`config.mk`:
```
export PLATFORM = sky130hd
export DESIGN_NAME = tcc_top
export DESIGN_NICKNAME = d
export VERILOG_FILES = /design/src/core/tcc_pkg.sv /design/src/core/tcc_top.sv /design/src/core/tcc_channel.sv
export VERILOG_INCLUDE_DIRS = /design/src /design/src/core
export SDC_FILE = /design/constraint.sdc
export NUM_CORES = 1
export LEC_CHECK = 0
export BUFFER_PORTS_ARGS = -buffer_cell sky130_fd_sc_hd__buf_2
export CORE_ASPECT_RATIO = 0.5
export CORE_UTILIZATION = 50
export DETAILED_ROUTE_END_ITERATION = 8
export HOLD_SLACK_MARGIN = 0.12
export PLACE_DENSITY = 0.68
export SLEW_MARGIN = 20
export SYNTH_ARGS = -nofsm -noshare
export SYNTH_HDL_FRONTEND = slang
export SYNTH_SLANG_ARGS = --single-unit
```
`constraint.sdc`:
```
create_clock -name aclk -period 3.9 [get_ports aclk]
set_input_delay 0.39 -clock aclk [delete_from_list [all_inputs] [get_ports aclk]]
set_output_delay 0.39 -clock aclk [all_outputs]
set_load 0.01 [all_outputs]
```
`src/core/tcc_params.svh`:
```
// Register map, field positions, reset values and response codes of the channel timer.
`ifndef TCC_PARAMS_SVH
`define TCC_PARAMS_SVH
`define TCC_NUM_CHAN 6
`define TCC_OFS_TCTRL 8'h00
`define TCC_OFS_MOD 8'h04
`define TCC_OFS_CNT 8'h08
`define TCC_OFS_CHCTL 8'h10
`define TCC_OFS_CHCTL_END 8'h24
`define TCC_OFS_VAL 8'h30
`define TCC_OFS_VAL_END 8'h5C
`define TCC_BIT_HALT 5
`define TCC_BIT_CLEAR 4
`define TCC_BIT_FLAG 7
`define TCC_BIT_IRQ_EN 6
`define TCC_BIT_BUF_SEL 5
`define TCC_BIT_UNBUF_SEL 4
`define TCC_BIT_ELS_HI 3
`define TCC_BIT_ELS_LO 2
`define TCC_BIT_TOV 1
`define TCC_BIT_FULL 0
`define TCC_RST_MOD 16'hFFFF
`define TCC_RST_HALT 1'b1
`define TCC_RESP_OKAY 2'h0
`define TCC_RESP_SLVERR 2'h2
`endif

```
`src/core/tcc_pkg.sv`:
```
// Types shared by the channel timer modules.
package tcc_pkg;
  // Kinds of register that an address can select.
  typedef enum logic [2:0] {
    TCC_R_NONE, TCC_R_TCTRL, TCC_R_MOD, TCC_R_CNT,
    TCC_R_CHCTL, TCC_R_VHI, TCC_R_VLO
  } tcc_reg_kind_type;
  // Result of an address decode.
  typedef struct packed {
    tcc_reg_kind_type kind;
    logic [2:0] chan;
  } tcc_dec_type;
  // Software-written configuration of one channel.
  typedef struct packed {
    logic irq_en;
    logic buf_sel;
    logic unbuf_sel;
    logic [1:0] els;
    logic tov;
    logic full_duty;
  } tcc_cfg_type;
endpackage

```
`src/core/tcc_top.sv`:
```
// Six-channel capture/compare/PWM timer with an AXI4-Lite register slave.
//
// The address map and the AXI4-Lite interface to the registers were decided locally.
`include "tcc_params.svh"
module tcc_top import tcc_pkg::*; #(
  parameter int NCH = `TCC_NUM_CHAN,
  parameter int CW = 16
) (
  // Clock and reset.
  input wire logic aclk,
  input wire logic aresetn,
  // AXI4-Lite write address and data.
  input wire logic [7:0] s_axi_awaddr,
  input wire logic s_axi_awvalid,
  output logic s_axi_awready,
  input wire logic [31:0] s_axi_wdata,
  input wire logic [3:0] s_axi_wstrb,
  input wire logic s_axi_wvalid,
  output logic s_axi_wready,
  // AXI4-Lite write response.
  output logic [1:0] s_axi_bresp,
  output logic s_axi_bvalid,
  input wire logic s_axi_bready,
  // AXI4-Lite read.
  input wire logic [7:0] s_axi_araddr,
  input wire logic s_axi_arvalid,
  output logic s_axi_arready,
  output logic [31:0] s_axi_rdata,
  output logic [1:0] s_axi_rresp,
  output logic s_axi_rvalid,
  input wire logic s_axi_rready,
  // Channel pins and interrupt requests.
  input wire logic [NCH-1:0] channel_pin_in,
  output logic [NCH-1:0] channel_pin_out,
  output logic [NCH-1:0] channel_pin_oe,
  output logic [NCH-1:0] channel_irq
);
  // Map a byte address onto a register kind and channel index.
  function automatic tcc_dec_type decode(input logic [7:0] a);
    tcc_dec_type d;
    logic [7:0] off;
    d.kind = TCC_R_NONE;
    d.chan = 3'h0;
    off = 8'h00;
    if (a[1:0] != 2'h0) begin
      d.kind = TCC_R_NONE;
    end else if (a == `TCC_OFS_TCTRL) begin
      d.kind = TCC_R_TCTRL;
    end else if (a == `TCC_OFS_MOD) begin
      d.kind = TCC_R_MOD;
    end else if (a == `TCC_OFS_CNT) begin
      d.kind = TCC_R_CNT;
    end else if (a >= `TCC_OFS_CHCTL && a <= `TCC_OFS_CHCTL_END) begin
      off = a - `TCC_OFS_CHCTL;
      d.kind = TCC_R_CHCTL;
      d.chan = off[4:2];
    end else if (a >= `TCC_OFS_VAL && a <= `TCC_OFS_VAL_END) begin
      off = a - `TCC_OFS_VAL;
      d.kind = off[2] ? TCC_R_VLO : TCC_R_VHI;
      d.chan = off[5:3];
    end
    return d;
  endfunction

  // Bus slave state.
  logic awready_r;
  logic wready_r;
  logic aw_held_r;
  logic w_held_r;
  logic [7:0] awaddr_r;
  logic [31:0] wdata_r;
  logic [3:0] wstrb_r;
  logic bvalid_r;
  logic [1:0] bresp_r;
  logic arready_r;
  logic rvalid_r;
  logic [31:0] rdata_r;
  logic [1:0] rresp_r;

  // Counter state.
  logic halt_r;
  logic [CW-1:0] mod_r;
  logic [CW-1:0] cnt_r;
  logic [CW-1:0] cnt_nxt;
  logic step_r;

  // Per-channel state.
  tcc_cfg_type cfg_r [NCH];
  logic [NCH-1:0] flag_r;
  logic [NCH-1:0] arm_r;
  logic [NCH-1:0] cap_lock_r;
  logic [NCH-1:0] cmp_lock_r;
  logic [CW-1:0] val_r [NCH];
  logic [NCH-1:0] irq_r;
  logic [NCH-1:0] cap_evt;
  logic [NCH-1:0] cmp_evt;
  logic [NCH-1:0] disabled;
  logic [NCH-1:0] pin_out_w;
  logic [NCH-1:0] pin_oe_w;
  logic [CW-1:0] partner [NCH];

  // Pin synchroniser: three stages, a change counts when the last two agree.
  logic [NCH-1:0] sync1_r;
  logic [NCH-1:0] sync2_r;
  logic [NCH-1:0] sync3_r;
  logic [NCH-1:0] level_r;

  // Handshake decode.
  wire aw_take = s_axi_awvalid & awready_r;
  wire w_take = s_axi_wvalid & wready_r;
  wire wr_do = aw_held_r & w_held_r & ~bvalid_r;
  wire aw_held_nxt = (aw_held_r | aw_take) & ~wr_do;
  wire w_held_nxt = (w_held_r | w_take) & ~wr_do;
  wire ar_take = s_axi_arvalid & arready_r;
  wire rd_busy_nxt = ar_take | (rvalid_r & ~s_axi_rready);
  wire tcc_dec_type wdec = decode(awaddr_r);
  wire tcc_dec_type rdec = decode(s_axi_araddr);
  wire wmap = wdec.kind != TCC_R_NONE &&
              !(wdec.kind inside {TCC_R_CHCTL, TCC_R_VHI, TCC_R_VLO} &&
                wdec.chan >= NCH[2:0]);
  wire rmap = rdec.kind != TCC_R_NONE &&
              !(rdec.kind inside {TCC_R_CHCTL, TCC_R_VHI, TCC_R_VLO} &&
                rdec.chan >= NCH[2:0]);
  wire [7:0] wb = wdata_r[7:0];
  wire [7:0] wb1 = wdata_r[15:8];
  wire wr_ok = wr_do & wmap;
  wire rd_ok = ar_take & rmap;

  // Counter control strobes.
  wire cnt_clr = wr_ok & wdec.kind == TCC_R_TCTRL & wstrb_r[0] &
                 wb[`TCC_BIT_CLEAR];
  wire ovf = ~halt_r & ~cnt_clr & (cnt_r == mod_r);

  // Counter next value; the clear strobe also restarts a running count.
  always_comb begin
    if (cnt_clr) begin
      cnt_nxt = '0;
    end else if (halt_r) begin
      cnt_nxt = cnt_r;
    end else if (ovf) begin
      cnt_nxt = '0;
    end else begin
      cnt_nxt = cnt_r + 1'b1;
    end
  end

  // Read data selection.
  logic [31:0] rd_data;
  always_comb begin
    rd_data = 32'h0000_0000;
    case (rdec.kind)
      TCC_R_TCTRL: rd_data[`TCC_BIT_HALT] = halt_r;
      TCC_R_MOD: rd_data[CW-1:0] = mod_r;
      TCC_R_CNT: rd_data[CW-1:0] = cnt_r;
      TCC_R_CHCTL: begin
        if (rmap) begin
          rd_data[7:0] = {flag_r[rdec.chan], cfg_r[rdec.chan]};
        end
      end
      TCC_R_VHI: begin
        if (rmap) begin
          rd_data[7:0] = val_r[rdec.chan][15:8];
        end
      end
      TCC_R_VLO: begin
        if (rmap) begin
          rd_data[7:0] = val_r[rdec.chan][7:0];
        end
      end
      default: rd_data = 32'h0000_0000;
    endcase
  end

  // Write channel of the bus; address and data may arrive in either order.
  always_ff @(posedge aclk) begin
    if (!aresetn) begin
      awready_r <= 1'b0;
      wready_r <= 1'b0;
      aw_held_r <= 1'b0;
      w_held_r <= 1'b0;
      awaddr_r <= 8'h00;
      wdata_r <= 32'h0000_0000;
      wstrb_r <= 4'h0;
      bvalid_r <= 1'b0;
      bresp_r <= `TCC_RESP_OKAY;
    end else begin
      awready_r <= ~aw_held_nxt;
      wready_r <= ~w_held_nxt;
      aw_held_r <= aw_held_nxt;
      w_held_r <= w_held_nxt;
      if (aw_take) begin
        awaddr_r <= s_axi_awaddr;
      end
      if (w_take) begin
        wdata_r <= s_axi_wdata;
        wstrb_r <= s_axi_wstrb;
      end
      if (wr_do) begin
        bvalid_r <= 1'b1;
        bresp_r <= wmap ? `TCC_RESP_OKAY : `TCC_RESP_SLVERR;
      end else if (s_axi_bready) begin
        bvalid_r <= 1'b0;
      end
    end
  end

  // Read channel: data are sampled at the address handshake.
  always_ff @(posedge aclk) begin
    if (!aresetn) begin
      arready_r <= 1'b0;
      rvalid_r <= 1'b0;
      rdata_r <= 32'h0000_0000;
      rresp_r <= `TCC_RESP_OKAY;
    end else begin
      arready_r <= ~rd_busy_nxt;
      rvalid_r <= rd_busy_nxt;
      if (ar_take) begin
        rdata_r <= rd_data;
        rresp_r <= rmap ? `TCC_RESP_OKAY : `TCC_RESP_SLVERR;
      end
    end
  end

  // Shared counter, halt bit and modulo value.
  always_ff @(posedge aclk) begin
    if (!aresetn) begin
      halt_r <= `TCC_RST_HALT;
      mod_r <= `TCC_RST_MOD;
      cnt_r <= '0;
      step_r <= 1'b0;
    end else begin
      cnt_r <= cnt_nxt;
      step_r <= ~halt_r | cnt_clr;
      if (wr_ok && wdec.kind == TCC_R_TCTRL && wstrb_r[0]) begin
        halt_r <= wb[`TCC_BIT_HALT];
      end
      if (wr_ok && wdec.kind == TCC_R_MOD) begin
        if (wstrb_r[0]) begin
          mod_r[7:0] <= wb;
        end
        if (wstrb_r[1]) begin
          mod_r[15:8] <= wb1;
        end
      end
    end
  end

  // Pin inputs cross into the clock domain before any edge logic.
  always_ff @(posedge aclk) begin
    if (!aresetn) begin
      sync1_r <= '0;
      sync2_r <= '0;
      sync3_r <= '0;
      level_r <= '0;
    end else begin
      sync1_r <= channel_pin_in;
      sync2_r <= sync1_r;
      sync3_r <= sync2_r;
      level_r <= (sync2_r & sync3_r) | (level_r & (sync2_r ^ sync3_r));
    end
  end

  // Per-channel registers and channel logic.
  for (genvar i = 0; i < NCH; i++) begin : g_ch
    localparam bit EVEN = (i % 2) == 0;
    wire ctl_sel = wdec.kind == TCC_R_CHCTL && wdec.chan == i[2:0];
    wire ctl_wr = wr_ok & ctl_sel & wstrb_r[0] & ~disabled[i];
    wire ctl_rd = rd_ok & rdec.kind == TCC_R_CHCTL &&
                  rdec.chan == i[2:0];
    wire hi_wr = wr_ok & wstrb_r[0] & wdec.kind == TCC_R_VHI &&
                 wdec.chan == i[2:0];
    wire lo_wr = wr_ok & wstrb_r[0] & wdec.kind == TCC_R_VLO &&
                 wdec.chan == i[2:0];
    wire hi_rd = rd_ok & rdec.kind == TCC_R_VHI && rdec.chan == i[2:0];
    wire lo_rd = rd_ok & rdec.kind == TCC_R_VLO && rdec.chan == i[2:0];
    wire evt = cap_evt[i] | cmp_evt[i];
    wire flag_clr = ctl_wr & ~wb[`TCC_BIT_FLAG] & arm_r[i];
    wire cap_mode = ~cfg_r[i].buf_sel & ~cfg_r[i].unbuf_sel;

    if (EVEN && i + 1 < NCH) begin : g_link
      assign partner[i] = val_r[i+1];
    end else begin : g_nolink
      assign partner[i] = val_r[i];
    end
    if (!EVEN) begin : g_odd
      assign disabled[i] = cfg_r[i-1].buf_sel;
    end else begin : g_even
      assign disabled[i] = 1'b0;
    end

    // Flag and its two-step clear; a new event beats the clearing write.
    always_ff @(posedge aclk) begin
      if (!aresetn) begin
        flag_r[i] <= 1'b0;
        arm_r[i] <= 1'b0;
        cfg_r[i] <= '0;
        irq_r[i] <= 1'b0;
        cap_lock_r[i] <= 1'b0;
        cmp_lock_r[i] <= 1'b0;
      end else begin
        flag_r[i] <= evt | (flag_r[i] & ~flag_clr);
        if (evt || flag_clr) begin
          arm_r[i] <= 1'b0;
        end else if (ctl_rd && flag_r[i]) begin
          arm_r[i] <= 1'b1;
        end
        if (ctl_wr) begin
          cfg_r[i].irq_en <= wb[`TCC_BIT_IRQ_EN];
          cfg_r[i].buf_sel <= EVEN & wb[`TCC_BIT_BUF_SEL];
          cfg_r[i].unbuf_sel <= wb[`TCC_BIT_UNBUF_SEL];
          cfg_r[i].els <= {wb[`TCC_BIT_ELS_HI], wb[`TCC_BIT_ELS_LO]};
          cfg_r[i].tov <= wb[`TCC_BIT_TOV];
          cfg_r[i].full_duty <= wb[`TCC_BIT_FULL];
        end
        irq_r[i] <= flag_r[i] & cfg_r[i].irq_en;
        if (lo_rd) begin
          cap_lock_r[i] <= 1'b0;
        end else if (hi_rd && cap_mode) begin
          cap_lock_r[i] <= 1'b1;
        end
        if (lo_wr) begin
          cmp_lock_r[i] <= 1'b0;
        end else if (hi_wr && !cap_mode) begin
          cmp_lock_r[i] <= 1'b1;
        end
      end
    end

    // Value registers have no reset; a capture overrides a same-cycle write.
    always_ff @(posedge aclk) begin
      if (cap_evt[i]) begin
        val_r[i] <= cnt_r;
      end else begin
        if (hi_wr) begin
          val_r[i][15:8] <= wb;
        end
        if (lo_wr) begin
          val_r[i][7:0] <= wb;
        end
      end
    end

    tcc_channel #(
      .IS_EVEN(EVEN),
      .CW(CW)
    ) u_chan (
      .aclk(aclk),
      .aresetn(aresetn),
      .cfg(cfg_r[i]),
      .disabled(disabled[i]),
      .cnt(cnt_r),
      .step(step_r),
      .ovf(ovf),
      .halt(halt_r),
      .value(val_r[i]),
      .partner_value(partner[i]),
      .cap_block(cap_lock_r[i]),
      .cmp_block(cmp_lock_r[i]),
      .pin_level(level_r[i]),
      .cap_evt(cap_evt[i]),
      .cmp_evt(cmp_evt[i]),
      .pin_out(pin_out_w[i]),
      .pin_oe(pin_oe_w[i])
    );
  end

  // Outputs straight from flip-flops.
  assign s_axi_awready = awready_r;
  assign s_axi_wready = wready_r;
  assign s_axi_bvalid = bvalid_r;
  assign s_axi_bresp = bresp_r;
  assign s_axi_arready = arready_r;
  assign s_axi_rvalid = rvalid_r;
  assign s_axi_rdata = rdata_r;
  assign s_axi_rresp = rresp_r;
  assign channel_pin_out = pin_out_w;
  assign channel_pin_oe = pin_oe_w;
  assign channel_irq = irq_r;
endmodule

```
`src/core/tcc_channel.sv`:
```
// One timer channel: capture edge detect, compare match and pin action.
`include "tcc_params.svh"
module tcc_channel import tcc_pkg::*; #(
  parameter bit IS_EVEN = 1'b0,
  parameter int CW = 16
) (
  // Clock and reset.
  input wire logic aclk,
  input wire logic aresetn,
  // Configuration and linkage.
  input wire tcc_cfg_type cfg,
  input wire logic disabled,
  // Shared counter.
  input wire logic [CW-1:0] cnt,
  input wire logic step,
  input wire logic ovf,
  input wire logic halt,
  // Value registers and their locks.
  input wire logic [CW-1:0] value,
  input wire logic [CW-1:0] partner_value,
  input wire logic cap_block,
  input wire logic cmp_block,
  // Filtered pin level.
  input wire logic pin_level,
  // Results.
  output logic cap_evt,
  output logic cmp_evt,
  output logic pin_out,
  output logic pin_oe
);
  logic prev_r;
  logic alt_r;
  logic max_r;
  logic pin_r;
  logic oe_r;
  logic pin_nxt;
  wire buffered = IS_EVEN & cfg.buf_sel;
  wire connected = (cfg.els != 2'b00) & ~disabled;
  wire cmp_mode = buffered | cfg.unbuf_sel;
  wire cap_mode = ~cmp_mode & ~disabled;
  wire rise = pin_level & ~prev_r;
  wire fall = ~pin_level & prev_r;
  wire edge_hit = (cfg.els == 2'b01 & rise) | (cfg.els == 2'b10 & fall) |
                  (cfg.els == 2'b11 & (rise | fall));
  wire [CW-1:0] cmp_val = (buffered & alt_r) ? partner_value : value;
  // Capture mode reuses the edge bits, so forcing is limited to compare.
  wire pwm_force = max_r & cfg.tov & cmp_mode & cfg.els == 2'b10;
  wire tov_act = cfg.tov & ovf & cmp_mode;

  // Capture needs a running counter and an unlocked value register.
  assign cap_evt = cap_mode & connected & edge_hit & ~halt & ~cap_block;
  // A match is tested once per counter step so a halted count fires once.
  assign cmp_evt = cmp_mode & ~disabled & step & ~cmp_block &
                   (cnt == cmp_val);

  // Pin level: overflow toggle outranks a compare action in the same cycle.
  always_comb begin
    pin_nxt = pin_r;
    if (!connected) begin
      pin_nxt = ~cfg.unbuf_sel;
    end else if (pwm_force) begin
      pin_nxt = 1'b1;
    end else if (tov_act) begin
      pin_nxt = ~pin_r;
    end else if (cmp_evt) begin
      case (cfg.els)
        2'b01: pin_nxt = ~pin_r;
        2'b10: pin_nxt = 1'b0;
        2'b11: pin_nxt = 1'b1;
        default: pin_nxt = pin_r;
      endcase
    end
  end

  // Edge history, buffer select, full-duty latch and pin drive.
  always_ff @(posedge aclk) begin
    if (!aresetn) begin
      prev_r <= 1'b0;
      alt_r <= 1'b0;
      max_r <= 1'b0;
      pin_r <= 1'b1;
      oe_r <= 1'b0;
    end else begin
      prev_r <= pin_level;
      if (!buffered) begin
        alt_r <= 1'b0;
      end else if (ovf) begin
        alt_r <= ~alt_r;
      end
      if (ovf) begin
        max_r <= cfg.full_duty;
      end
      pin_r <= pin_nxt;
      oe_r <= connected & cmp_mode;
    end
  end

  assign pin_out = pin_r;
  assign pin_oe = oe_r;
endmodule

```
**After elaboration in Yosys (flattened, before gate mapping)**

Memory sizes are Yosys's and may differ from the RTL's.
Cells that the tools add are included.

- Output and inout port bits: 59
- Input bits: 65
- RAM bits: 138
- Register bits after elaboration: 168
- Memories kept: 2
- Logic and storage cells: 808

- Bitwise operators: 339
- $add $sub $neg: 5
- Magnitude comparators: 11
- Reductions and logical operators: 126
- Mux-type cells: 184
- Equal/unequal tests: 62

Memories:

| memory | words | width | rd ports | clocked after memory_dff | write ports | RTL line | RTL |
|---|---|---|---|---|---|---|---|
| val_r | 6 | 16 | 7 | 0 | 6 | tcc_top.sv:93 | `logic [CW-1:0] val_r [NCH];` |
| cfg_r | 6 | 7 | 7 | 0 | 6 | tcc_top.sv:88 | `tcc_cfg_type cfg_r [NCH];` |

Operators with widths:

| operator | count |
|---|---|
| $and A1 B1 Y1 | 186 |
| $mux W1 | 124 |
| $mux W8 | 15 |
| $eq A16 B16 Y1 | 7 |
| $or A1 B1 Y1 | 85 |
| $logic_and A1 B1 Y1 | 65 |
| $mux W16 | 4 |
| $not A1 Y1 | 64 |
| $mux W3 | 16 |
| $reduce_or A2 Y1 | 19 |
| $ne A6 B6 Y1 const B | 6 |
| $eq A3 B3 Y1 const B | 10 |
| $pmux W5 S5 | 1 |
| $eq A2 B2 Y1 const B | 12 |
| $mux W6 | 4 |
| $ne A4 B3 Y1 const B | 6 |
| $reduce_and A2 Y1 | 11 |
| $eq A3 B2 Y1 const B | 7 |
| $mux W2 | 10 |
| $pmux W1 S3 | 6 |
| $reduce_bool A2 Y1 | 9 |
| $add A16 B1 Y16 const B | 1 |
| $eq A8 B3 Y1 const B | 2 |
| $eq A8 B4 Y1 const B | 2 |
| other kinds (22) | 55 |

**Longest topological paths before layout**

Gate-level depths: netlist (run 1).

- Depth after elaboration: 25
- Mapped depth: 13
- Depth with buffers taken out: 10

**By module**

Synthesis (run 1) repeated with hierarchy kept, for this count alone.

- Cell total of the unflattened synthesis: 1743
- Area total of the unflattened synthesis: 17106.4 µm²

Modules (own cells, without submodules):

| module | times used | sequential area each (µm²) | area an instance (µm²) | cells an instance |
|---|---|---|---|---|
| tcc_top | 1 | 6836.6 | 13416.6 | 1284 |
| tcc_channel at g_ch[0].u_chan ... | 3 | 100.1 | 762.0 | 99 |
| tcc_channel at g_ch[1].u_chan ... | 3 | 80.1 | 467.9 | 54 |

**Least setup slack after synthesis (run 1)**

No wires, ideal clock.

- Kind: flip-flop to flip-flop
- Start point: register awaddr_r[4]
- End point: memory val_r[2][0] (data pin)
- Period minus slack after synthesis: 3.441 ns
- Stages on the path, launching flop included: 13
- Library setup time: 0.260 ns
- Data arrival time: 3.181 ns
- Required time: 3.640 ns
- Path slack: 0.459 ns
- Path buffers: 2
- Cell sequence: dfxtp_1 clkbuf_1 inv_1 ha_1 nor4bb_1 o21a_1 o211a_1 clkbuf_1 or4_1 nor3_4 nand2_1 nor2_2 mux2_2

RTL lines:

| item | RTL line | RTL |
|---|---|---|
| from (decl) | tcc_top.sv:70 | `logic [7:0] awaddr_r;` |
| from (signal assigned) | tcc_top.sv:192 | `awaddr_r <= s_axi_awaddr;` |
| to (decl) | tcc_top.sv:93 |  |

==> results of run 1 <==
-- sequential cells by signal, summed over array words and instances, names as in the netlist, 8 cells and up --
register,cells
wdata_r,16
awaddr_r,8
cfg_r,39
val_r,96
s_axi_rdata,16
cnt_r,16
mod_r,16
-- power groups by stage --
stage / clock [mW] / combinational, mW / sequential, mW
6_report: 3.13 / 0.478 / 3.39
5_1_grt: 3.28 / 0.517 / 3.39
3_5_place_dp: 0 / 0.440 / 3.46
3_3_place_gp: 0 / 0.437 / 3.45
2_1_floorplan: 0 / 0.309 / 3.42
4_1_cts: 3.15 / 0.467 / 3.38
-- cells in the mapped netlist (24+ instances only) --
cell	instances
nor4_1	25
nand3_1	42
dfxtp_1	166
inv_1	45
mux2_2	95
and3_1	24
mux2i_1	76
clkbuf_1	102
o22ai_1	30
buf_4	31
nand2_1	149
nor2_1	144
and2_1	63
nor3_1	54
a21oi_1	68
ha_1	27
xnor2_1	53
o21ai_0	48
edfxtp_1	135
xor2_1	66
-- cell families after synthesis --
logic type / count (synthesis) / synth area share
XOR/XNOR: 119 / 0.06144
adder cells (fa/ha/maj): 27 / 0.01991
flip-flops: 301 / 0.4348
buffers and inverters: 204 / 0.05281
AND/OR/NAND/NOR: 611 / 0.1829
AO/OA/AOI/OAI: 324 / 0.1400
multiplexers: 171 / 0.1079
other: 1 / 0.0002210
-- path summary, 6_finish.rpt --
kind / start / end
worst min-delay path: s_axi_rready / s_axi_rvalid$_SDFF_PN0_
worst max-delay path: awaddr_r[4]$_SDFFE_PN0P_ / val_r[0][1]$_DFFE_PP_
worst max register to register: awaddr_r[4]$_SDFFE_PN0P_ / val_r[0][1]$_DFFE_PP_
worst min register to register: sync1_r[3]$_SDFF_PN0_ / sync2_r[3]$_SDFF_PN0_
-- cell type report --
cell class / instances / area, um2
antenna: 1 / 2.502
clock buffer: 35 / 810.8
sequential: 301 / 7377
timing repair buffer: 200 / 1391
inverter: 46 / 172.7
tap: 441 / 551.8
clock inverter: 17 / 225.2
fill: 2916 / 13920
multi-input combinational: 1270 / 8770
-- worst min-delay path, cell delays in order --
cell and delay (ps):
buf_2 90, nand2b_1 130, a21oi_1 70
-- per-stage QoR --
stage	std cells	setup slack, ps
after global placement	2225	225.9
final	2311	307.5
after CTS	2310	381.3
after detailed placement	2225	150.6
after global routing	2310	165.8
after floorplan	1775	459.4
-- routing by layer --
metal | track usage | vias to the layer above | part of all wire
met3 | 0.07602 | 127 | 0.11
met5 | 0 | - | 0
met4 | 0.08072 | 0 | 0.029
met2 | 0.4698 | 737 | 0.42
li1 | - | 6496 | -
met1 | 0.4426 | 6838 | 0.44
==> impl_metrics.py, run 1 <==
metrics = {
    "logic_synthesis": {
        "avgSynthCellArea_um2": 9.650,
        "ys.flop_type": "dfxtp_1",
        "yosys.cell_types.count": 92,
        "synthArstFlopShare": 0,
        "netlist_area_um2": 16970,
        "synth_edf_count": 135,
        "synth_area_leaders": "edfxtp_1 24%, dfxtp_1 20%, mux2_2 6.3%",
        "ys_warn_count": 0,
        "ys_seq_elements": 301,
        "yosys.area.top_type_share": 0.2390,
        "yosysSeqAreaShare": 0.4348,
        "synth_top_area_cell": "edfxtp_1",
        "netlist_instances": 1758,
    },
    "floorplan": {
        "start_util": 0.5106,
        "core_um2": 33230,
        "num_io_pins": 124,
        "die-area_um2": 34720,
        "fp.dieH_um": 132.3,
        "dieWidth_um": 262.5,
        "fp-row-count": 47,
    },
    "clock_network": {
        "htree_num_levels": 1,
        "clk_pin_slew_worst_paths_ps": 70,
        "hold_buffers": 33,
        "cts_buffer_depth": 3,
        "insertion_delay_ps": 570,
        "cts-resized-gates": 0,
        "clockRootBuffer": "clkbuf_16",
        "cts-buffers-inserted": 28,
        "cts_sinks": 301,
        "postCtsSetupBuffers": 0,
        "cts_tree": "yes",
    },
    "min_path": {
        "min_path_cells": 3,
        "hold_class": "in -> reg",
    },
    "global_routing": {
        "grt_max_degree": 44,
        "grt_pass1_vias": 13150,
        "grt_overflow": 0,
        "antenna_found_initial": 0,
        "grt_pass1_wl_mm": 82.09,
        "gr-usage-all-layers": 0.3104,
    },
    "sta": {
        "fmax_mhz": 278.4,
        "rsz0062_at_grt": "false",
        "final_hold_viol_count": 0,
        "setup_viol": 0,
        "drv_slew": 0,
        "tightest_slew_ps": 1255,
        "min_period_over_period": 0.9211,
        "tns_ps": 0,
        "worst_clock_skew_ps": 10.82,
        "layout_min_cycle_time_ps": 3592,
        "maxSlewHeadroom": 0.1621,
        "timing.hold.ws_ps": 153.0,
    },
    "detailed_routing": {
        "drc": 0,
        "dr_total_vias": 14200,
        "drtIter0Drc": 1649,
        "drt_first_pass_iters": 8,
        "ant_nets": 0,
        "vias_per_cell": 6.144,
        "finalWirelength_mm": 54.85,
        "wl_per_cell_um": 23.73,
    },
    "worst_setup_path": {
        "path_depth": 10,
        "start_kind": "flip-flop",
        "crit_chain": "inv_1 -> ha_1 -> nor4bb_1 -> o21a_1 -> o211a_1 -> or4_1 -> nor3_4 -> nand2b_1 -> nor2_2 -> mux2_2",
        "cp.required_ps": 4220,
        "critPathMaxStageDelay_ps": 550,
        "crit_fanout": 8,
        "slowest_stage": "or4_1",
        "arrival_ps": 3920,
        "reg2reg_depth": 10,
        "path_buf_inv": 1,
        "end_kind": "flip-flop",
        "criticalPathCategory": "reg -> reg",
        "r2r_slack_ps": 310,
        "critPathTopFamily": "simple AND/OR/NAND/NOR gates",
    },
    "power": {
        "internal_power_mw": 5.314,
        "peakVddDrop_v": 0.0003418,
        "power_frac_seq": 0.484,
        "leakagePower_nw": 7.836,
        "power_frac_clock": 0.447,
        "sw_frac_of_total": 0.2400,
        "p_sw_mw": 1.678,
        "totalPowerFinal_mw": 6.992,
        "pwr_density_cell_nw_per_um2": 362.3,
        "p_comb_frac": 0.068,
    },
    "final_layout": {
        "final_cell_mix": "166 x dfxtp_1, 149 x nand2_1, 144 x nor2_1",
        "final_nets": 1939,
        "post-route-util": 0.5809,
        "drive_above_1_share": 0.1910,
        "final_area_um2": 19300,
        "layout_commonest_cell": "dfxtp_1",
        "syn_to_final_growth_pct": 13.77,
    },
    "placement": {
        "post-dp-hpwl_mm": 38.91,
        "place.gp.congestion": 0.9869,
        "place_area_um2": 17930,
        "portBuffers": 87,
    },
    "status": {
        "status": "finished, final reports clean",
    },
    "job": {
        "drv_cap": 0,
    },
}
(Power assumes the default switching activity.)
==> inputs of run 2 (changes only) <==
--- a/config.mk
+++ b/config.mk
@@ -6,12 +6,14 @@
 export SDC_FILE = /design/constraint.sdc
 export NUM_CORES = 1
 export LEC_CHECK = 0
+export ABC_AREA = 1
 export BUFFER_PORTS_ARGS = -buffer_cell sky130_fd_sc_hd__buf_2
 export CORE_ASPECT_RATIO = 0.5
 export CORE_UTILIZATION = 50
 export DETAILED_ROUTE_END_ITERATION = 8
 export HOLD_SLACK_MARGIN = 0.12
 export PLACE_DENSITY = 0.68
+export REMOVE_ABC_BUFFERS = 1
 export SLEW_MARGIN = 20
 export SYNTH_ARGS = -nofsm -noshare
 export SYNTH_HDL_FRONTEND = slang
==> run 2 against run 1 <==
Compared with the run above:
- first-iteration DRC count grew 50%
- setup slack gained 220 ps
- synthesized cell count grew 37%
- largest cell class unchanged
- maximum frequency grew 6.4%
- routed wire length grew 14%
==> impl_metrics.py, run 2 <==
metrics = {
    "placement": {
        "post-dp-hpwl_mm": 45.17,
        "place.gp.congestion": 1.047,
        "portBuffers": 87,
    },
    "final_layout": {
        "reg.largest.list": "val_r: 96 flops, cfg_r: 39 flops",
        "fillCellCount": 3183,
        "largest_reg_flops": 96,
        "top_register": "val_r",
        "seqCellArea_um2": 7377,
        "final_cell_mix": "702 x nand2_1, 287 x inv_1, 201 x nor2_1",
        "syn_to_final_growth_pct": 12.26,
        "multi_input_area_um2": 8260,
        "layout_commonest_cell": "nand2_1",
        "drive_above_1_share": 0.1012,
        "final_nets": 2591,
    },
    "detailed_routing": {
        "drt_first_pass_iters": 6,
        "drtIter0Drc": 2472,
        "wl_per_cell_um": 20.91,
        "dr_total_vias": 16890,
        "ant_nets": 0,
        "vias_per_cell": 5.653,
        "drc": 0,
        "finalWirelength_mm": 62.45,
    },
    "power": {
        "power_frac_seq": 0.485,
        "sw_frac_of_total": 0.2659,
        "pwr_density_cell_nw_per_um2": 354.3,
        "power_frac_clock": 0.411,
        "p_sw_mw": 1.847,
        "totalPowerFinal_mw": 6.948,
        "peakVddDrop_v": 0.0003259,
        "leakagePower_nw": 8.899,
        "internal_power_mw": 5.101,
        "p_comb_frac": 0.104,
    },
    "floorplan": {
        "core_um2": 33700,
        "die-area_um2": 35730,
        "start_util": 0.5184,
        "dieWidth_um": 266.3,
        "fp.dieH_um": 134.2,
        "fp-row-count": 47,
        "num_io_pins": 124,
    },
    "sta": {
        "fmax_mhz": 296.3,
        "drv_slew": 0,
        "setup_viol": 0,
        "worst_clock_skew_ps": 13.73,
        "rsz0062_at_grt": "false",
        "final_hold_viol_count": 0,
        "maxSlewHeadroom": 0.1828,
        "layout_min_cycle_time_ps": 3375,
        "tns_ps": 0,
        "min_period_over_period": 0.8655,
        "tightest_slew_ps": 1215,
    },
    "logic_synthesis": {
        "ys_warn_count": 0,
        "netlist_instances": 2417,
        "synth_area_leaders": "edfxtp_1 23%, dfxtp_1 19%, nand2_1 15%",
        "yosys.area.top_type_share": 0.2321,
        "synthTopCellsByCount": "702 x nand2_1, 289 x inv_1, 201 x nor2_1",
        "synth_most_common_cell": "nand2_1",
        "ys_seq_elements": 301,
        "synthArstFlopShare": 0,
        "synth_edf_count": 135,
        "synth_top_area_cell": "edfxtp_1",
        "ys.flop_type": "dfxtp_1",
        "yosys.cell_types.count": 55,
        "avgSynthCellArea_um2": 7.227,
        "yosysSeqAreaShare": 0.4223,
        "netlist_area_um2": 17470,
    },
    "global_routing": {
        "antenna_found_initial": 0,
        "grt_pass1_wl_mm": 92.75,
        "grt_pass1_vias": 15090,
        "gr-usage-all-layers": 0.3502,
        "grt_overflow": 0,
        "grt_max_degree": 55,
    },
    "clock_network": {
        "cts-buffers-inserted": 28,
        "clk_pin_slew_worst_paths_ps": 70,
        "postCtsSetupBuffers": 0,
        "clockRootBuffer": "clkbuf_16",
        "cts_tree": "yes",
        "htree_num_levels": 1,
        "cts_sinks": 301,
        "cts_buffer_depth": 3,
        "insertion_delay_ps": 590,
    },
    "worst_setup_path": {
        "arrival_ps": 3870,
        "end_kind": "flip-flop",
        "start_kind": "flip-flop",
        "crit_fanout": 14,
        "cp.required_ps": 4390,
        "criticalPathCategory": "reg -> reg",
    },
    "job": {
        "drv_cap": 0,
    },
    "status": {
        "status": "finished, final reports clean",
    },
    "min_path": {
        "hold_class": "in -> reg",
    },
}
==> run 2: cell count changes after synthesis, moves of 25 or more <==
cell | previous run | this run
nand2_1 | 149 | 702
o21ai_1 | 2 | 83
inv_1 | 45 | 289
mux2_2 | 95 | 0
mux2i_1 | 76 | 0
a21oi_1 | 68 | 95
o21ai_0 | 48 | 174
and2_1 | 63 | 0
xnor2_1 | 53 | 8
nand3_1 | 42 | 105
nor2_1 | 144 | 201
xor2_1 | 66 | 41
==> run 2: power by group through the flow <==
stage | sequential (mW) | clock (mW) | combinational (mW)
after global placement | 3.44 | 0 | 0.661
after detailed placement | 3.44 | 0 | 0.668
final | 3.37 | 2.86 | 0.722
after CTS | 3.37 | 2.87 | 0.699
after global routing | 3.37 | 3.00 | 0.779
after floorplan | 3.44 | 0 | 0.399
==> run 2: path summary, 6_finish.rpt <==
kind                            slack (ps)                                  end                  start  depth (start not counted)
worst max-delay path                   520  g_ch[2].u_chan.pin_out$_SDFFE_PN1P_  cfg_r[2][5]$_DFFE_PP_                         13
worst min-delay path                   160             wdata_r[15]$_SDFFE_PN0P_        s_axi_wdata[15]                          3
worst max register to register         520  g_ch[2].u_chan.pin_out$_SDFFE_PN1P_  cfg_r[2][5]$_DFFE_PP_                         13
worst min register to register         410                sync2_r[3]$_SDFF_PN0_  sync1_r[3]$_SDFF_PN0_                          2
==> run 2: routing by layer <==
| metal | vias up | track usage | routed length (um) |
|---|---|---|---|
| met5 | - | 0 | 0 |
| met4 | 0 | 0.08333 | 1718 |
| met3 | 128 | 0.1190 | 9157 |
| met2 | 1031 | 0.4964 | 24890 |
| met1 | 7745 | 0.5081 | 26680 |
| li1 | 7981 | - | - |
==> run 2: cell type report <==
| type | count | area share |
|---|---|---|
| Tap cell | 465 | 0.02967 |
| Sequential cell | 301 | 0.3762 |
| Clock buffer | 47 | 0.04396 |
| Multi-Input combinational cell | 1677 | 0.4213 |
| Clock inverter | 5 | 0.003828 |
| Timing Repair Buffer | 187 | 0.06662 |
| Inverter | 304 | 0.05832 |
| Antenna cell | 1 | 0.0001276 |
==> run 2: timing repair <==
action | CTS | global route
hold buffers | 37 | 0
setup endpoints to repair | 0 | 0
hold endpoints to repair | 41 | 0
gates resized for setup | 0 | 0
==> run 2: cells by family after synthesis <==
logic type / synth area share
AOI/OAI and AO/OA: 0.1449
other: 0.0002147
DFF: 0.4223
buffers and inverters: 0.1084
adders and majority gates: 0.01934
and+or+nand+nor: 0.2802
xor gates and xnor gates: 0.02457
==> run 2: stage by stage <==
stage | cells | area [um2] | util | setup slack [ps] | hold slack [ps]
after floorplan | 2282 | 16780 | - | 428.6 | 390.0
after global placement | 2897 | 18300 | 0.5431 | 581.5 | 392.3
after detailed placement | 2897 | 18300 | 0.5431 | 540.0 | 395.6
after CTS | 2986 | 19610 | 0.5819 | 671.0 | 133.1
after global routing | 2986 | 19610 | 0.5819 | 343.7 | 169.8
final | 2987 | 19610 | 0.5819 | 524.7 | 160.5
==> run 2: critical path: stages (launching register included) <==
cell	delay (ps)
edfxtp_1	530
nand2_1	560
buf_4	310
nand2_1	60
o21ai_0	140
o22ai_1	130
a211oi_1	210
nand4_1	130
nor2_1	600
a21boi_0	290
nand3_1	140
nand2_1	50
inv_1	70
nand2_1	50
==> inputs of run 3 (changes only) <==
--- a/config.mk
+++ b/config.mk
@@ -12,7 +12,7 @@
 export CORE_UTILIZATION = 50
 export DETAILED_ROUTE_END_ITERATION = 8
 export HOLD_SLACK_MARGIN = 0.12
-export PLACE_DENSITY = 0.68
+export PLACE_DENSITY = 0.71
 export REMOVE_ABC_BUFFERS = 1
 export SLEW_MARGIN = 20
 export SYNTH_ARGS = -nofsm -noshare
==> constraint.sdc (replaced) <==
create_clock -name aclk -period 2.7 [get_ports aclk]
set_input_delay 0.27 -clock aclk [delete_from_list [all_inputs] [get_ports aclk]]
set_output_delay 0.27 -clock aclk [all_outputs]
set_load 0.01 [all_outputs]
==> run 3 against run 2 <==
Compared with the run above:
- the flow now finishes with violations (negative setup slack)
- largest power group unchanged
- register-to-register slack worse by 550 ps
- die area unchanged
- non-clock buffer count up 181
- flip-flop and latch count unchanged
- setup slack worse by 550 ps
- routed wire length up 5.7%
==> impl_metrics.py, run 3 (same netlist as run 2, synthesis figures left out) <==
metrics = {
    "detailed_routing": {
        "dr_total_vias": 17870,
        "drt_first_pass_iters": 6,
        "drc": 0,
        "finalWirelength_mm": 66.00,
        "vias_per_cell": 5.638,
        "wl_per_cell_um": 20.82,
        "ant_nets": 0,
        "drtIter0Drc": 2203,
    },
    "global_routing": {
        "grt_pass1_vias": 16240,
        "grt_max_degree": 49,
        "grt_overflow": 0,
        "grt_pass1_wl_mm": 95.32,
        "antenna_found_initial": 0,
        "gr-usage-all-layers": 0.3583,
    },
    "clock_network": {
        "cts-buffers-inserted": 28,
        "clk_pin_slew_worst_paths_ps": 70,
        "clockRootBuffer": "clkbuf_16",
        "cts_sinks": 301,
        "cts_tree": "yes",
        "htree_num_levels": 1,
        "cts_buffer_depth": 3,
        "insertion_delay_ps": 590,
    },
    "final_layout": {
        "largest_reg_flops": 96,
        "layout_commonest_cell": "nand2_1",
        "reg.largest.list": "val_r: 96 flops, cfg_r: 39 flops",
        "final_nets": 2775,
        "diodes": 0,
        "drive_above_1_share": 0.1834,
        "syn_to_final_growth_pct": 25.49,
        "final_cell_mix": "673 x nand2_1, 281 x inv_1, 194 x nor2_1",
        "instances_no_fill": 3170,
        "final_area_um2": 21920,
        "top_register": "val_r",
    },
    "sta": {
        "min_period_over_period": 1.008,
        "rsz0062_at_grt": "true",
        "fmax_mhz": 367.6,
        "tightest_slew_ps": 1111,
        "layout_min_cycle_time_ps": 2721,
        "maxSlewHeadroom": 0.2592,
        "worst_clock_skew_ps": 13.84,
        "final_hold_viol_count": 0,
        "setup_viol": 4,
        "fin_ws_ps": -20.52,
        "drv_slew": 0,
    },
    "placement": {
        "place.gp.congestion": 1.069,
        "place_area_um2": 19760,
        "numPlacedInstances": 3041,
        "post-dp-hpwl_mm": 46.69,
        "portBuffers": 87,
    },
    "floorplan": {
        "core_um2": 33700,
        "num_io_pins": 124,
        "die-area_um2": 35730,
        "dieWidth_um": 266.3,
        "start_util": 0.5184,
        "fp-row-count": 47,
        "fp.dieH_um": 134.2,
    },
    "min_path": {
        "hold_class": "in -> reg",
        "min_path_cells": 4,
    },
    "worst_setup_path": {
        "criticalPathCategory": "reg -> reg",
        "end_kind": "flip-flop",
        "start_kind": "flip-flop",
        "cp.required_ps": 2990,
        "path_depth": 17,
        "arrival_ps": 3010,
        "crit_fanout": 16,
        "critPathTopFamily": "simple AND/OR/NAND/NOR gates",
        "crit_chain": "buf_6 -> ha_2 -> nor2_2 -> nand2_1 -> nand2_2 -> nand2_4 -> a21oi_4 -> inv_2 -> nand3_4 -> nand2_4 -> nor3_4 -> buf_12 -> buf_12 -> nand4_4 -> buf_12 -> nand2_1 -> o21ai_1",
        "reg2reg_depth": 17,
        "critPathMaxStageDelay_ps": 340,
        "slowest_stage": "dfxtp_2",
        "path_buf_inv": 5,
        "timing.critical_path.mode_cell": "buf_12",
    },
    "power": {
        "peakVddDrop_v": 0.0005424,
        "leakagePower_nw": 10.01,
        "pwr_density_cell_nw_per_um2": 481.6,
    },
    "status": {
        "status": "finished with violations",
        "violations": "negative setup slack",
    },
    "job": {
        "drv_cap": 0,
    },
}
==> run 3: cell count changes in the layout (fill, tap and decap cells not counted), moves of 9 or more <==
| cell | delta |
|---|---|
| buf_12 | +40 |
| buf_4 | +121 |
| clkbuf_1 | -9 |
| dlygate4sd3_1 | +15 |
| nand2_1 | -29 |
| nand2_2 | +25 |
==> run 3: report_power, final <==
part	total, mW	switching [mW]	leakage, nW	internal, mW
Sequential	4.87	0.0553	2.79	4.81
Combinational	1.37	0.873	6.73	0.492
Clock	4.33	1.91	0.490	2.41
Total	10.6	2.84	10.0	7.72
==> run 3: per-layer routing <==
metal | wire length [um] | global-route usage | up-vias
li1 | - | - | 8358
met1 | 26750 | 0.4963 | 8270
met2 | 26800 | 0.5246 | 1086
met3 | 10030 | 0.1100 | 159
met4 | 2427 | 0.1328 | 0
met5 | 0 | 0 | -
==> run 3: stage by stage <==
step / util / total power [mW] / setup WS [ps] / TNS [ps] / hold WS [ps]
CTS: 0.6354 / 10.39 / 3.882 / 0 / 212.9
global placement: 0.5863 / 6.094 / -244.3 / -2815 / 393.0
finish: 0.6505 / 10.56 / -20.52 / -28.42 / 219.5
floorplan: - / 5.540 / -651.4 / -52450 / 363.5
global route: 0.6505 / 10.80 / -157.0 / -17180 / 248.4
detailed placement: 0.5863 / 6.112 / -255.5 / -6015 / 401.7
==> run 3: final cells by class <==
class	count	area, um2
Sequential cell	301	7385
Clock buffer	37	847.1
Inverter	304	1154
Tap cell	465	581.8
Fill cell	2797	11780
Multi-Input combinational cell	1680	8573
Clock inverter	15	143.9
Timing Repair Buffer	368	3236
==> run 3: worst min-delay path: cells and delay by family <==
| family | cells | cell delay [ps] |
|---|---|---|
| buffers and inverters | 1 | 70 |
| AO/OA/AOI/OAI | 1 | 60 |
| AND/OR/NAND/NOR | 2 | 360 |
==> run 3: path summary, 6_finish.rpt <==
check                                     end                startpoint  slack (ps)
setup / recovery        val_r[4][2]$_DFFE_PP_  awaddr_r[4]$_SDFFE_PN0P_         -20
hold / removal    s_axi_rdata[1]$_SDFFE_PN0P_             s_axi_arvalid         220
setup reg to reg        val_r[4][2]$_DFFE_PP_  awaddr_r[4]$_SDFFE_PN0P_         -20
hold reg to reg         sync2_r[3]$_SDFF_PN0_     sync1_r[3]$_SDFF_PN0_         410
==> run 3: repair_timing <==
action                                 CTS  global route
cloned                                   0             4
setup buffers                            8            13
hold buffers                            52             0
setup endpoints to repair               92           313
resized for setup                        5            89
endpoints found under the hold margin   44             0
pin swaps                                3            25
